--- src/hw/ebt_pkg.sv ---
// Package for the eight-bit timer control block: register map, field
// positions, reset values and prescaler counts.
// Assumes an APB master with 32-bit data; each register is one aligned word.
package ebt_pkg;

  // ****************************************************************
  // Register indices and byte offsets
  // ****************************************************************
  // Printed offsets 3C..44 are not all multiples of four, so they are
  // indices and the byte address is four times the index.
  localparam logic [7:0] IDX_CTRL_B = 8'h3C; // Control two.
  localparam logic [7:0] IDX_CTRL_A = 8'h3D; // Control one.
  localparam logic [7:0] IDX_STATUS = 8'h3E; // Flags and freeze.
  localparam logic [7:0] IDX_CAP_A = 8'h3F; // Capture value A.
  localparam logic [7:0] IDX_CMP_A = 8'h40; // Compare value A.
  localparam logic [7:0] IDX_CNT = 8'h41; // Main counter.
  localparam logic [7:0] IDX_ALT_CNT = 8'h42; // Alternate counter.
  localparam logic [7:0] IDX_CAP_B = 8'h43; // Capture value B.
  localparam logic [7:0] IDX_CMP_B = 8'h44; // Compare value B.
  localparam int ADDR_W = 10; // Byte address bits decoded.

  // ****************************************************************
  // Field positions
  // ****************************************************************
  localparam int A_CAP_IE = 7;
  localparam int A_CMP_IE = 6;
  localparam int A_OVF_IE = 5;
  localparam int A_FORCE_B = 4;
  localparam int A_FORCE_A = 3;
  localparam int A_LEVEL_B = 2;
  localparam int A_EDGE_A = 1;
  localparam int A_LEVEL_A = 0;
  localparam int B_PIN_A_EN = 7;
  localparam int B_PIN_B_EN = 6;
  localparam int B_ONE_PULSE = 5;
  localparam int B_PWM = 4;
  localparam int B_CLK_HI = 3;
  localparam int B_CLK_LO = 2;
  localparam int B_EDGE_B = 1;
  localparam int S_CAP_A = 7;
  localparam int S_CMP_A = 6;
  localparam int S_OVF = 5;
  localparam int S_CAP_B = 4;
  localparam int S_CMP_B = 3;
  localparam int S_FREEZE = 2;

  // ****************************************************************
  // Reset values and constants
  // ****************************************************************
  localparam logic [7:0] CTRL_RESET = 8'h00;
  localparam logic [7:0] CTRL_B_WMASK = 8'hFE; // Bit 0 is reserved.
  localparam logic [7:0] CNT_RESET = 8'hFC; // Counter start and reload.
  localparam logic [7:0] CNT_TOP = 8'hFF;
  localparam logic [7:0] ONE_PULSE_CAP = 8'hFD; // Captured on a trigger.
  localparam logic [13:0] DIV_BY2 = 14'h0002;
  localparam logic [13:0] DIV_BY4 = 14'h0004;
  localparam logic [13:0] DIV_BY8 = 14'h0008;
  localparam logic [13:0] DIV_SLOW = 14'h1F40; // 8000.

  // Clock select codes.
  typedef enum logic [1:0] {
    EBT_CLK_DIV4 = 2'b00,
    EBT_CLK_DIV2 = 2'b01,
    EBT_CLK_DIV8 = 2'b10,
    EBT_CLK_SLOW = 2'b11
  } ebt_clk_sel_t;

  // Pin group to the outside.
  typedef struct packed {
    logic out_a; // Compare output A level.
    logic oe_a; // Timer owns pin A.
    logic out_b; // Compare output B level.
    logic oe_b; // Timer owns pin B.
  } ebt_pins_t;

endpackage : ebt_pkg

--- src/hw/ebt_timer.sv ---
// Eight-bit free-running timer with two captures, two compares, one-pulse
// and PWM modes, and an APB register port.
// Assumes pclk is the CPU clock; capture pins and osc_div_tick are async.
//
// Overview of operation
// - one shared request, enable and unmasked
// - all events wake from wait, not halt
// - capture enable gates capture flag requests
// - compare enable gates compare flag requests
// - overflow enable gates overflow flag request
// - force B copies level_b to pin B
// - force A copies level_a to pin A
// - compare B match copies level_b out
// - edge_sel_a picks capture A edge
// - compare A match copies level_a out
// - pin enables route levels only
// - one-pulse: capture A edge starts pulse
// - PWM: width from A, period from B
// - clock_select picks divide four/two/eight/8000
// - edge_sel_b picks capture B edge
// - capture flag A set and cleared
// - compare flag A set and cleared
// - overflow flag; alternate counter keeps it
// - capture flag B set and cleared
// - compare flag B set and cleared
// - freeze stops count and outputs
// - both modes selected runs PWM only
// - PWM compare B reloads counter FCh
// - status read must see flag set
//
// Decided for this implementation: the address map and the APB register port.
`timescale 1ns/100ps
`default_nettype none

module ebt_timer
  import ebt_pkg::*;
#(
  parameter int SLOW_DIV = 8000 // Slow prescale ratio, shorten in sim.
) (
  input wire logic pclk, // CPU clock, 25 MHz.
  input wire logic presetn, // Async reset, active low.
  input wire logic psel, // APB select.
  input wire logic penable, // APB access phase.
  input wire logic pwrite, // APB direction.
  input wire logic [ebt_pkg::ADDR_W-1:0] paddr, // APB byte address.
  input wire logic [31:0] pwdata, // APB write data.
  output logic [31:0] prdata, // APB read data.
  output logic pready, // APB ready, always high.
  output logic pslverr, // APB error on unmapped address.
  input wire logic irq_mask, // CPU interrupt mask, high masks.
  input wire logic halt_mode, // Device in halt.
  input wire logic osc_div_tick, // Oscillator-derived slow tick level.
  input wire logic capture_in_a, // Capture pin A.
  input wire logic capture_in_b, // Capture pin B.
  output ebt_pkg::ebt_pins_t pins, // Compare pins with enables.
  output logic timer_irq, // Shared interrupt request.
  output logic wake_req // Wake request from wait mode.
);
  import ebt_pkg::*;

  initial begin
    if (SLOW_DIV < 2 || SLOW_DIV > 16383) begin
      $error("SLOW_DIV out of range");
    end
  end

  // ****************************************************************
  // Registers and bus decode
  // ****************************************************************
  logic [7:0] ctrl_a; // Control one.
  logic [7:0] ctrl_b; // Control two.
  logic [7:0] flags; // Status flags, bits 7..3.
  logic freeze; // Timer freeze bit.
  logic [7:0] cnt; // Counter.
  logic [7:0] cap_a; // Capture value A.
  logic [7:0] cap_b; // Capture value B.
  logic [7:0] cmp_a; // Compare A, software copy.
  logic [7:0] cmp_b; // Compare B, software copy.
  logic [7:0] act_a; // Compare A in use.
  logic [7:0] act_b; // Compare B in use.
  logic [7:0] armed; // Flags seen set by a status read.
  logic out_a; // Output A level.
  logic out_b; // Output B level.
  logic access; // APB access phase this cycle.
  logic [7:0] idx; // Register index.
  logic hit; // Address maps to a register.

  // Decodes the word index from a byte address.
  function automatic logic [7:0] word_index(
    input logic [ADDR_W-1:0] addr
  );
    word_index = addr[ADDR_W-1:2];
  endfunction : word_index

  assign access = psel && penable;
  assign idx = word_index(paddr);
  assign hit = (idx >= IDX_CTRL_B) && (idx <= IDX_CMP_B) &&
               (paddr[1:0] == 2'b00);
  // Zero-wait slave keeps the bus simple; every access takes two cycles.
  assign pready = 1'b1;
  assign pslverr = access && !hit;

  // reserved bits dropped
  // Control writes; reserved bit 0 of control two is never stored.
  always_ff @(posedge pclk or negedge presetn) begin
    if (!presetn) begin
      ctrl_a <= CTRL_RESET;
      ctrl_b <= CTRL_RESET;
      freeze <= 1'b0;
      cmp_a <= CTRL_RESET;
      cmp_b <= CTRL_RESET;
    end else if (access && pwrite) begin
      if (idx == IDX_CTRL_A) begin
        ctrl_a <= pwdata[7:0];
      end
      if (idx == IDX_CTRL_B) begin
        ctrl_b <= pwdata[7:0] & CTRL_B_WMASK;
      end
      if (idx == IDX_STATUS) begin
        freeze <= pwdata[S_FREEZE];
      end
      if (idx == IDX_CMP_A) begin
        cmp_a <= pwdata[7:0];
      end
      if (idx == IDX_CMP_B) begin
        cmp_b <= pwdata[7:0];
      end
    end
  end

  // Read mux; data is registered so prdata comes from flip-flops.
  always_ff @(posedge pclk or negedge presetn) begin
    if (!presetn) begin
      prdata <= 32'h00000000;
    end else if (psel && !penable && !pwrite) begin
      unique case (idx)
        IDX_CTRL_B: prdata <= {24'h000000, ctrl_b};
        IDX_CTRL_A: prdata <= {24'h000000, ctrl_a};
        IDX_STATUS: prdata <= {24'h000000, flags[7:3], freeze, 2'b00};
        IDX_CAP_A: prdata <= {24'h000000, cap_a};
        IDX_CMP_A: prdata <= {24'h000000, cmp_a};
        IDX_CNT, IDX_ALT_CNT: prdata <= {24'h000000, cnt};
        IDX_CAP_B: prdata <= {24'h000000, cap_b};
        IDX_CMP_B: prdata <= {24'h000000, cmp_b};
        default: prdata <= 32'h00000000;
      endcase
    end
  end

  // ****************************************************************
  // Pin synchronisers and edge detection
  // ****************************************************************
  logic [2:0] sync_a; // Capture A sync, bit 0 is first stage.
  logic [2:0] sync_b; // Capture B sync.
  logic [2:0] sync_t; // Slow tick sync.

  // Bit 0 feeds only bit 1; edges are taken between bits 1 and 2.
  always_ff @(posedge pclk or negedge presetn) begin
    if (!presetn) begin
      sync_a <= 3'h0;
      sync_b <= 3'h0;
      sync_t <= 3'h0;
    end else begin
      sync_a <= {sync_a[1:0], capture_in_a};
      sync_b <= {sync_b[1:0], capture_in_b};
      sync_t <= {sync_t[1:0], osc_div_tick};
    end
  end

  // Picks the selected edge between the old and new synced levels.
  function automatic logic edge_hit(
    input logic rising,
    input logic old_lvl,
    input logic new_lvl
  );
    edge_hit = rising ? (new_lvl && !old_lvl) : (!new_lvl && old_lvl);
  endfunction : edge_hit

  logic pwm_on; // PWM active.
  logic pulse_on; // One-pulse active.
  logic cap_ev_a; // Capture A edge.
  logic cap_ev_b; // Capture B edge.

  assign pwm_on = ctrl_b[B_PWM];
  assign pulse_on = ctrl_b[B_ONE_PULSE] && !pwm_on;
  assign cap_ev_a = edge_hit(ctrl_a[A_EDGE_A], sync_a[2], sync_a[1]);
  assign cap_ev_b = edge_hit(ctrl_b[B_EDGE_B], sync_b[2], sync_b[1]);

  // ****************************************************************
  // Prescaler
  // ****************************************************************
  logic [13:0] pre_cnt; // Prescale counter.
  logic [13:0] div_n; // Selected ratio.
  logic tick; // Counter advance.
  logic slow_sel; // Slow clock chosen.

  always_comb begin
    slow_sel = 1'b0;
    unique case (ebt_clk_sel_t'(ctrl_b[B_CLK_HI:B_CLK_LO]))
      EBT_CLK_DIV4: div_n = DIV_BY4;
      EBT_CLK_DIV2: div_n = DIV_BY2;
      EBT_CLK_DIV8: div_n = DIV_BY8;
      EBT_CLK_SLOW: begin
        div_n = 14'(SLOW_DIV);
        slow_sel = 1'b1;
      end
    endcase
  end

  // Slow mode counts oscillator ticks; others count CPU clocks.
  assign tick = !freeze && (pre_cnt == div_n - 14'h0001) &&
                (!slow_sel || (sync_t[1] && !sync_t[2]));

  always_ff @(posedge pclk or negedge presetn) begin
    if (!presetn) begin
      pre_cnt <= 14'h0000;
    end else if (freeze) begin
      pre_cnt <= pre_cnt;
    end else if (tick || pre_cnt >= div_n) begin
      pre_cnt <= 14'h0000;
    end else if (!slow_sel || (sync_t[1] && !sync_t[2])) begin
      pre_cnt <= pre_cnt + 14'h0001;
    end
  end

  // ****************************************************************
  // Counter, captures and compares
  // ****************************************************************
  logic match_a; // Counter meets compare A.
  logic match_b; // Counter meets compare B.
  logic cnt_wr; // Software counter reset.
  logic trig; // One-pulse trigger.

  assign match_a = tick && (cnt == act_a);
  assign match_b = tick && (cnt == act_b);
  assign cnt_wr = access && pwrite &&
                  (idx == IDX_CNT || idx == IDX_ALT_CNT);
  assign trig = pulse_on && cap_ev_a && !freeze;

  // Counter: software write resets, PWM period and pulse trigger reload.
  always_ff @(posedge pclk or negedge presetn) begin
    if (!presetn) begin
      cnt <= CNT_RESET;
    end else if (cnt_wr || trig) begin
      cnt <= CNT_RESET;
    end else if (pwm_on && match_b) begin
      cnt <= CNT_RESET;
    end else if (tick) begin
      cnt <= cnt + 8'h01;
    end
  end

  // PWM double buffer; new values apply at period end.
  always_ff @(posedge pclk or negedge presetn) begin
    if (!presetn) begin
      act_a <= CTRL_RESET;
      act_b <= CTRL_RESET;
    end else if (!pwm_on || match_b) begin
      act_a <= cmp_a;
      act_b <= cmp_b;
    end
  end

  // Capture registers; one-pulse uses pin A as trigger, not capture.
  always_ff @(posedge pclk or negedge presetn) begin
    if (!presetn) begin
      cap_a <= CTRL_RESET;
      cap_b <= CTRL_RESET;
    end else begin
      if (trig) begin
        cap_a <= ONE_PULSE_CAP;
      end else if (cap_ev_a && !pwm_on) begin
        cap_a <= cnt;
      end
      if (cap_ev_b) begin
        cap_b <= cnt;
      end
    end
  end

  // ****************************************************************
  // Flags and clear sequence
  // ****************************************************************
  logic [7:0] set_ev; // Flag set events this cycle.
  logic [7:0] clr_ev; // Flag clear requests this cycle.
  logic stat_rd; // Status register read.

  always_comb begin
    set_ev = 8'h00;
    set_ev[S_CAP_A] = pwm_on ? match_b : (cap_ev_a && (!pulse_on || trig));
    // compare flag A, not in pulse or PWM
    set_ev[S_CMP_A] = match_a && !pwm_on && !pulse_on;
    set_ev[S_OVF] = tick && (cnt == CNT_TOP) && !cnt_wr;
    set_ev[S_CAP_B] = cap_ev_b;
    set_ev[S_CMP_B] = match_b && !pwm_on;
  end

  assign stat_rd = access && !pwrite && (idx == IDX_STATUS);

  always_comb begin
    clr_ev = 8'h00;
    if (access && !(idx == IDX_STATUS)) begin
      clr_ev[S_CAP_A] = idx == IDX_CAP_A;
      clr_ev[S_CMP_A] = idx == IDX_CMP_A;
      clr_ev[S_OVF] = idx == IDX_CNT;
      clr_ev[S_CAP_B] = idx == IDX_CAP_B;
      clr_ev[S_CMP_B] = idx == IDX_CMP_B;
    end
    clr_ev = clr_ev & armed;
  end

  always_ff @(posedge pclk or negedge presetn) begin
    if (!presetn) begin
      armed <= 8'h00;
    end else if (stat_rd) begin
      armed <= flags;
    end else begin
      armed <= armed & ~clr_ev;
    end
  end

  always_ff @(posedge pclk or negedge presetn) begin
    if (!presetn) begin
      flags <= 8'h00;
    end else begin
      flags <= (flags & ~clr_ev) | set_ev;
    end
  end

  // ****************************************************************
  // Compare outputs
  // ****************************************************************
  // Output A and B levels; forcing and matches act without the pin enable.
  always_ff @(posedge pclk or negedge presetn) begin
    if (!presetn) begin
      out_a <= 1'b0;
      out_b <= 1'b0;
    end else if (!freeze) begin
      if (pwm_on || pulse_on) begin
        if ((pwm_on && match_b) || trig) begin
          out_a <= ctrl_a[A_LEVEL_B];
        end else if (match_a) begin
          out_a <= ctrl_a[A_LEVEL_A];
        end
      end else begin
        if (ctrl_a[A_FORCE_A] || match_a) begin
          out_a <= ctrl_a[A_LEVEL_A];
        end
        if (ctrl_a[A_FORCE_B] || match_b) begin
          out_b <= ctrl_a[A_LEVEL_B];
        end
      end
    end
  end

  assign pins.out_a = out_a;
  assign pins.out_b = out_b;
  assign pins.oe_a = ctrl_b[B_PIN_A_EN] && !freeze;
  assign pins.oe_b = ctrl_b[B_PIN_B_EN] && !freeze && !pwm_on && !pulse_on;

  // ****************************************************************
  // Interrupt request and wake
  // ****************************************************************
  logic irq_any; // Enabled source pending.

  assign irq_any =
    (ctrl_a[A_CAP_IE] && (flags[S_CAP_A] || flags[S_CAP_B])) ||
    (ctrl_a[A_CMP_IE] && (flags[S_CMP_A] || flags[S_CMP_B])) ||
    (ctrl_a[A_OVF_IE] && flags[S_OVF]);

  assign timer_irq = irq_any && !irq_mask;
  assign wake_req = timer_irq && !halt_mode;

endmodule : ebt_timer

`default_nettype wire

--- config.mk ---
export PLATFORM = sky130hd
export DESIGN_NAME = ebt_timer
export DESIGN_NICKNAME = d
export VERILOG_FILES = /design/src/hw/ebt_pkg.sv /design/src/hw/ebt_timer.sv
export SDC_FILE = /design/constraint.sdc
export NUM_CORES = 1
export LEC_CHECK = 0
export BUFFER_PORTS_ARGS = -buffer_cell sky130_fd_sc_hd__buf_2
export CAP_MARGIN = 30
export CORE_UTILIZATION = 57
export CTS_CLUSTER_DIAMETER = 200
export DETAILED_ROUTE_END_ITERATION = 10
export GPL_TIMING_DRIVEN = 0
export HOLD_SLACK_MARGIN = 0.06
export MAX_ROUTING_LAYER = met4
export PLACE_DENSITY_LB_ADDON = 0.1
export SYNTH_ARGS = -nofsm -noshare
export SYNTH_HDL_FRONTEND = slang
export SYNTH_SLANG_ARGS = --single-unit
--- constraint.sdc ---
create_clock -name pclk -period 3.2 [get_ports pclk]
set_clock_uncertainty 0.15 [all_clocks]
set_input_delay 0 -clock pclk [delete_from_list [all_inputs] [get_ports pclk]]
set_output_delay 0 -clock pclk [all_outputs]
set_load 0.02 [all_outputs]
=== After elaboration in Yosys (flattened, before gate mapping) ===
Cells that the tools add are included.

* Output and inout port bits: 40
* Logic and storage cells: 153
* Bits of input ports: 52
* Bits in registers: 145

* $add $sub $neg: 3
* Muxes and demuxes: 19
* Bitwise operators: 7
* $lt $le $gt $ge: 3
* Equal/unequal tests: 17
* Reduce and logical (&&, ||, !) cells: 85

{| class="wikitable"
|+ Operators with widths
! kind !! number
|-
| case mux 8 bit (8 select lines) || 1
|-
| case mux 14 bit (4 select lines) || 1
|-
| two-way mux 8 bit || 6
|-
| == test 8 x 7 -> 1 bit (second input constant) || 5
|-
| logical AND 1 bit || 40
|-
| == test 8 x 6 -> 1 bit (second input constant) || 4
|-
| two-way mux 14 bit || 2
|-
| bitwise AND 8 bit || 3
|-
| == test 8 bit || 2
|-
| logical NOT 1 bit || 16
|-
| adder 14 x 1 -> 14 bit (second input constant) || 1
|-
| == test 14 bit || 1
|-
| >= comparator 14 bit || 1
|-
| logical OR 1 bit || 14
|-
| subtractor 14 x 1 -> 14 bit (second input constant) || 1
|-
| AND reduction 2 bit || 6
|-
| adder 8 x 1 -> 8 bit (second input constant) || 1
|-
| == test 8 bit (second input constant) || 1
|-
| >= comparator 8 x 6 -> 1 bit (second input constant) || 1
|-
| <= comparator 8 x 7 -> 1 bit (second input constant) || 1
|-
| two-way mux 1 bit || 8
|-
| inverter 8 bit || 1
|-
| OR 8 bit || 1
|-
| AND reduction 3 bit || 2
|-
| other kinds (9) || 14
|}

=== Depth between registers and ports, before layout ===
* Depth after elaboration: 11
* Gate-level depth with buffers: 9
* Gate-level depth less buffers: 8

=== Least setup slack after synthesis ===
OpenSTA, ideal clock, no wires.

* Path kind: register -> register
* Start: register ctrl_b[3]
* End: register pre_cnt[5]
* Period minus slack after synthesis: 2.629 ns
* Required time: 2.980 ns
* Cell stages (with the launch flop): 8
* Arrival time: 2.409 ns
* Slack: 0.571 ns
* Buffers on the path: 0
* Library setup time: 0.070 ns
* Cell sequence: dfrtp_1 -> or2b_1 -> ha_1 -> a211o_1 -> o311ai_1 -> nand4_1 -> or4_1 -> nand3_1

* Word-level cells in the longest chain between the ends: 9
* Elaborated cells between the ends (all ways): 17
* Classes of those cells: 1 x add/sub; 1 x order compare; 4 x eq/ne; 3 x mux; 8 x reduce/logical

{| class="wikitable"
|+ RTL lines
! what !! RTL line !! text
|-
| start: declaration || ebt_timer.sv:71 || <nowiki>logic [7:0] ctrl_b;</nowiki>
|-
| start signal: assignment || ebt_timer.sv:117 || <nowiki>ctrl_b <= pwdata[7:0] & CTRL_B_WMASK;</nowiki>
|-
| == test 2 bit (tied with other cells) || ebt_timer.sv:199 || <nowiki>unique case (ebt_clk_sel_t'(ctrl_b[B_CLK_HI:B_CLK_LO]))</nowiki>
|-
| case mux 14 bit (4 select lines) || ebt_timer.sv:199 ||
|-
| subtractor 14 x 1 -> 14 bit || ebt_timer.sv:211 || <nowiki>assign tick = !freeze && (pre_cnt == div_n - 14'h0001) &&</nowiki>
|-
| == test 14 bit || ebt_timer.sv:211 ||
|-
| logical AND 1 bit (2 in series) || ebt_timer.sv:211 ||
|-
| logical OR 1 bit || ebt_timer.sv:219 || <nowiki>end else if (tick || pre_cnt >= div_n) begin</nowiki>
|-
| nonzero test 2 bit (no line) || - ||
|-
| AND reduction 2 bit (no line) || - ||
|-
| end signal: assignment || ebt_timer.sv:218 || <nowiki>pre_cnt <= pre_cnt;</nowiki>
|-
| end signal: assignment || ebt_timer.sv:222 || <nowiki>pre_cnt <= pre_cnt + 14'h0001;</nowiki>
|-
| end: declaration || ebt_timer.sv:192 || <nowiki>logic [13:0] pre_cnt;</nowiki>
|}

Several ways; a longest one is shown, not always the timed one. The select of a mux whose other input is x is not followed.
A chain may end at the register's enable or synchronous reset.

=== Worst setup path in the final report ===
* Start: input port paddr[4] (netlist name)
* End: register armed[6]

* Word-level cells in the longest chain between the ends: 8
* Elaborated cells between the ends (all ways): 10
* Classes of those cells: 2 x eq/ne; 2 x mux; 3 x bitwise; 3 x reduce/logical

{| class="wikitable"
|+ RTL lines
! what !! RTL line !! text
|-
| start: declaration || ebt_timer.sv:45 || <nowiki>input wire logic [ebt_pkg::ADDR_W-1:0] paddr,</nowiki>
|-
| == test 8 x 6 -> 1 bit || ebt_timer.sv:298, ebt_timer.sv:302 ||
|-
| logical NOT 1 bit || ebt_timer.sv:302 || <nowiki>if (access && !(idx == IDX_STATUS)) begin</nowiki>
|-
| logical AND 1 bit || ebt_timer.sv:302 ||
|-
| two-way mux 5 bit || ebt_timer.sv:302 ||
|-
| bitwise AND 8 bit || ebt_timer.sv:309 || <nowiki>clr_ev = clr_ev & armed;</nowiki>
|-
| inverter 8 bit || ebt_timer.sv:318 || <nowiki>armed <= armed & ~clr_ev;</nowiki>
|-
| bitwise AND 8 bit || ebt_timer.sv:318 ||
|-
| two-way mux 8 bit (*) || ebt_timer.sv:315 || <nowiki>end else if (stat_rd) begin</nowiki>
|-
| end signal: assignment || ebt_timer.sv:316 || <nowiki>armed <= flags;</nowiki>
|-
| end signal: assignment || ebt_timer.sv:318 ||
|-
| end: declaration || ebt_timer.sv:81 || <nowiki>logic [7:0] armed;</nowiki>
|}

Mark *: on every way between the ends. The rest lies on a longest branch, timed or not.

==> results.json <==
{
  "outcome": "completed",
  "dr_total_vias": 4906,
  "path_max_fanout": 8,
  "numCtsBuffers": 17,
  "vdd_drop_max_mv": 0.395,
  "synth_edf_count": 0,
  "drt_first_pass_iters": 6,
  "fin_nets": 744,
  "drc": 0,
  "postCtsSetupRepairBufs": 0,
  "setup_tns_ns": 0,
  "start_util": 0.588,
  "layout_min_cycle_time_ns": 3.00,
  "yosysUniqueCellTypes": 63,
  "min_path_cells": 3,
  "endpoint_kind": "flip-flop",
  "dp_slack_ns": 0.0409,
  "yosys.area.top_type": "dfrtp_1",
  "holdWs_ns": 0.0972,
  "grt.total_usage": 0.304,
  "avgViaCountPerCell": 5.91,
  "reg2reg_depth": 9,
  "critPathMaxStageDelay_ns": 0.69,
  "fmax_ghz": 0.333,
  "grt_max_degree": 61,
  "r2r_end": "pre_cnt[6]",
  "slew_violations": 0,
  "syn_avg_cell_area_um2": 10.8,
  "path_cells": "dlygate4sd3_1 -> buf_2 -> nand4_1 -> nor3_1 -> dlygate4sd3_1 -> nand3_1 -> nor3_1 -> o21ai_0 -> dlygate4sd3_1",
  "crit_required_ns": 3.45,
  "yosysSeqAreaShare": 0.475,
  "routed_wl_um": 15200,
  "dieArea_um2": 11100,
  "area_growth_pct": 24.1,
  "tightest_slew_ns": 1.01,
  "fp.dieH_um": 105,
  "synth_area_um2": 6070,
  "grt_pass1_wl_um": 24700,
  "n_fill_cell": 756,
  "fp.coreArea_um2": 10300,
  "wire_per_inst_um": 18.3,
  "synthCells": 564,
  "synth_warnings": 0,
  "synth_seq_cells": 115,
  "synth_flop_cell": "dfrtp_1",
  "crit_family": "buffers and inverters",
  "static-leakage-power_nw": 3.44,
  "cts_buffer_depth": 2,
  "die_x_um": 105,
  "antennaDiodeCount": 0,
  "power_density_nw_per_um2": 635,
  "crit_buf_inv": 4,
  "grt_antenna_before_repair": 0,
  "period_share": 0.938,
  "num_io_pins": 92,
  "min_to": "wake_req",
  "h-tree-depth": 4,
  "synthTopCellsByArea": "dfrtp_1 45%, mux2_2 9.1%, buf_4 3.3%",
  "cts_tree": "done",
  "clkLatencyLatePin_ns": 0.53,
  "r2r-start": "ctrl_b[3]",
  "num_rows": 37,
  "layout_common_cells": "109 x dfrtp_1, 49 x mux2_2, 43 x nand2_1",
  "maxCapViolations": 0,
  "hold_viol_final": 0,
  "drt_iter0_markers": 414,
  "cp_slowest_cell": "nor3_1",
  "drive_above_1_share": 0.269,
  "synthDominantCellAreaShare": 0.449,
  "setup_viol": 0,
  "grt_pass1_vias": 4816,
  "routabilityCongestion": 0.902,
  "slew_headroom": 0.325,
  "worstSetupPathType": "input port to flip-flop",
  "r2r_slack_ns": 0.23,
  "overflow": 0,
  "arrival_ns": 3.25,
  "hold_path.startpoint": "halt_mode",
  "crit_top_cell": "dlygate4sd3_1",
  "rsz0062_at_grt": "no",
  "start_kind": "input port",
  "dp_hpwl_um": 10700,
  "clock_sinks": 115,
  "async_flop_share": 1.00,
  "worst_slack_ns": 0.198,
  "root_buffer": "clkbuf_8",
  "final_common_cell": "dfrtp_1",
  "hp-class": "input port to output pin",
  "drtAntennaViolNets": 0,
  "port_buffers": 40,
  "path_clk_slew_ns": 0.05
}
==> timing repair <==
action,CTS,global route
hold buffers,34,0
resized for setup,0,8
hold endpoints to repair,161,0
endpoints found under the setup margin,0,20
==> stage by stage <==
| step | instance area (um^2) | cells | util | power [mW] |
|---|---|---|---|---|
| 2_1_floorplan | 6160 | 587 | - | 2.59 |
| 3_3_place_gp | 6530 | 763 | 0.633 | 2.88 |
| 3_5_place_dp | 6570 | 765 | 0.636 | 2.91 |
| 4_1_cts | 7500 | 831 | 0.727 | 4.77 |
| 5_1_grt | 7540 | 830 | 0.730 | 5.00 |
| 6_report | 7540 | 830 | 0.730 | 4.79 |
==> final cells by class <==
cell class | count | area (um^2) | area share
plain buffers | 54 | 323 | 0.0428
clock buffers | 27 | 502 | 0.0665
clock inverters | 5 | 75.1 | 0.00996
inverters | 8 | 30.0 | 0.00398
multi-input cells | 409 | 2960 | 0.393
flip-flops and latches | 115 | 2890 | 0.383
well taps | 136 | 170 | 0.0226
repair buffers | 76 | 593 | 0.0786
==> flip-flops by register name, indices dropped and copies added, names as in the netlist, 5 cells and up <==
| name | flops |
|---|---|
| act_a | 8 |
| act_b | 8 |
| armed | 5 |
| cap_a | 8 |
| cap_b | 8 |
| cmp_a | 8 |
| cmp_b | 8 |
| cnt | 8 |
| ctrl_a | 8 |
| ctrl_b | 7 |
| flags | 5 |
| prdata | 8 |
| pre_cnt | 14 |
==> worst register-to-register path: cells and delay by family, from the launching register on <==
kind | cells | cell delay (ns)
buffers and inverters | 1 | 0.29
AO/OA/AOI/OAI | 3 | 0.40
flip-flops | 1 | 0.49
adder cells (fa/ha/maj) | 1 | 0.36
AND/OR/NAND/NOR | 4 | 1.17
==> worst max-delay path by stage <==
| stage | end | from | cells after the start | slack (ns) |
|---|---|---|---|---|
| global route | armed[6] | paddr[4] | 9 | 0.02 |
| floorplan | pre_cnt[5] | ctrl_b[3] | 7 | 0.57 |
| detailed placement | pre_cnt[1] | ctrl_b[3] | 9 | 0.04 |
| global placement | cnt[0] | cnt[4] | 8 | 0.12 |
| finish | armed[6] | paddr[4] | 9 | 0.20 |
| CTS | pre_cnt[1] | ctrl_b[3] | 9 | 0.03 |
==> where the power goes <==
part           switching [mW]  internal (mW)
Sequential              0.150           1.68
Clock                   0.628           1.21
Combinational           0.655          0.469
==> cell families after synthesis <==
group / after synthesis / share of synthesized area
XOR/XNOR: 25 / 0.0360
multiplexers: 69 / 0.145
adder cells (fa/ha/maj): 11 / 0.0227
other: 2 / 0.00124
flip-flops: 115 / 0.475
AO/OA/AOI/OAI: 94 / 0.103
AND/OR/NAND/NOR: 185 / 0.158
buffers and inverters: 63 / 0.0585
==> cell usage after synthesis (4+ instances only) <==
cell type and number:
mux2i_1 4, o21ai_0 23, clkbuf_1 25, nand2b_1 4
ha_1 11, a31oi_1 10, nor4_1 5, nor3_1 9
mux4_2 5, nand3b_1 4, inv_1 8, xor2_1 4
and2_1 5, dfstp_2 6, or3_1 7, a22oi_1 8
mux2_2 49, a222oi_1 6, dfrtp_1 109, nand3_1 22
xnor2_1 21, buf_4 27, nor2_1 41, a21oi_1 23
or4_1 4, and3_1 8, o31ai_1 4, nor2b_1 6
nand4_1 10, nand2_1 43, mux2_4 10
==> per-layer routing <==
metal,GRT usage,vias up,routed length [um]
met5,-,-,0
met4,0.148,0,570
met3,0.0754,46,1030
met2,0.474,209,7360
met1,0.373,2407,6250
li1,-,2244,-
No activity file was read; power rests on OpenSTA's default activity.
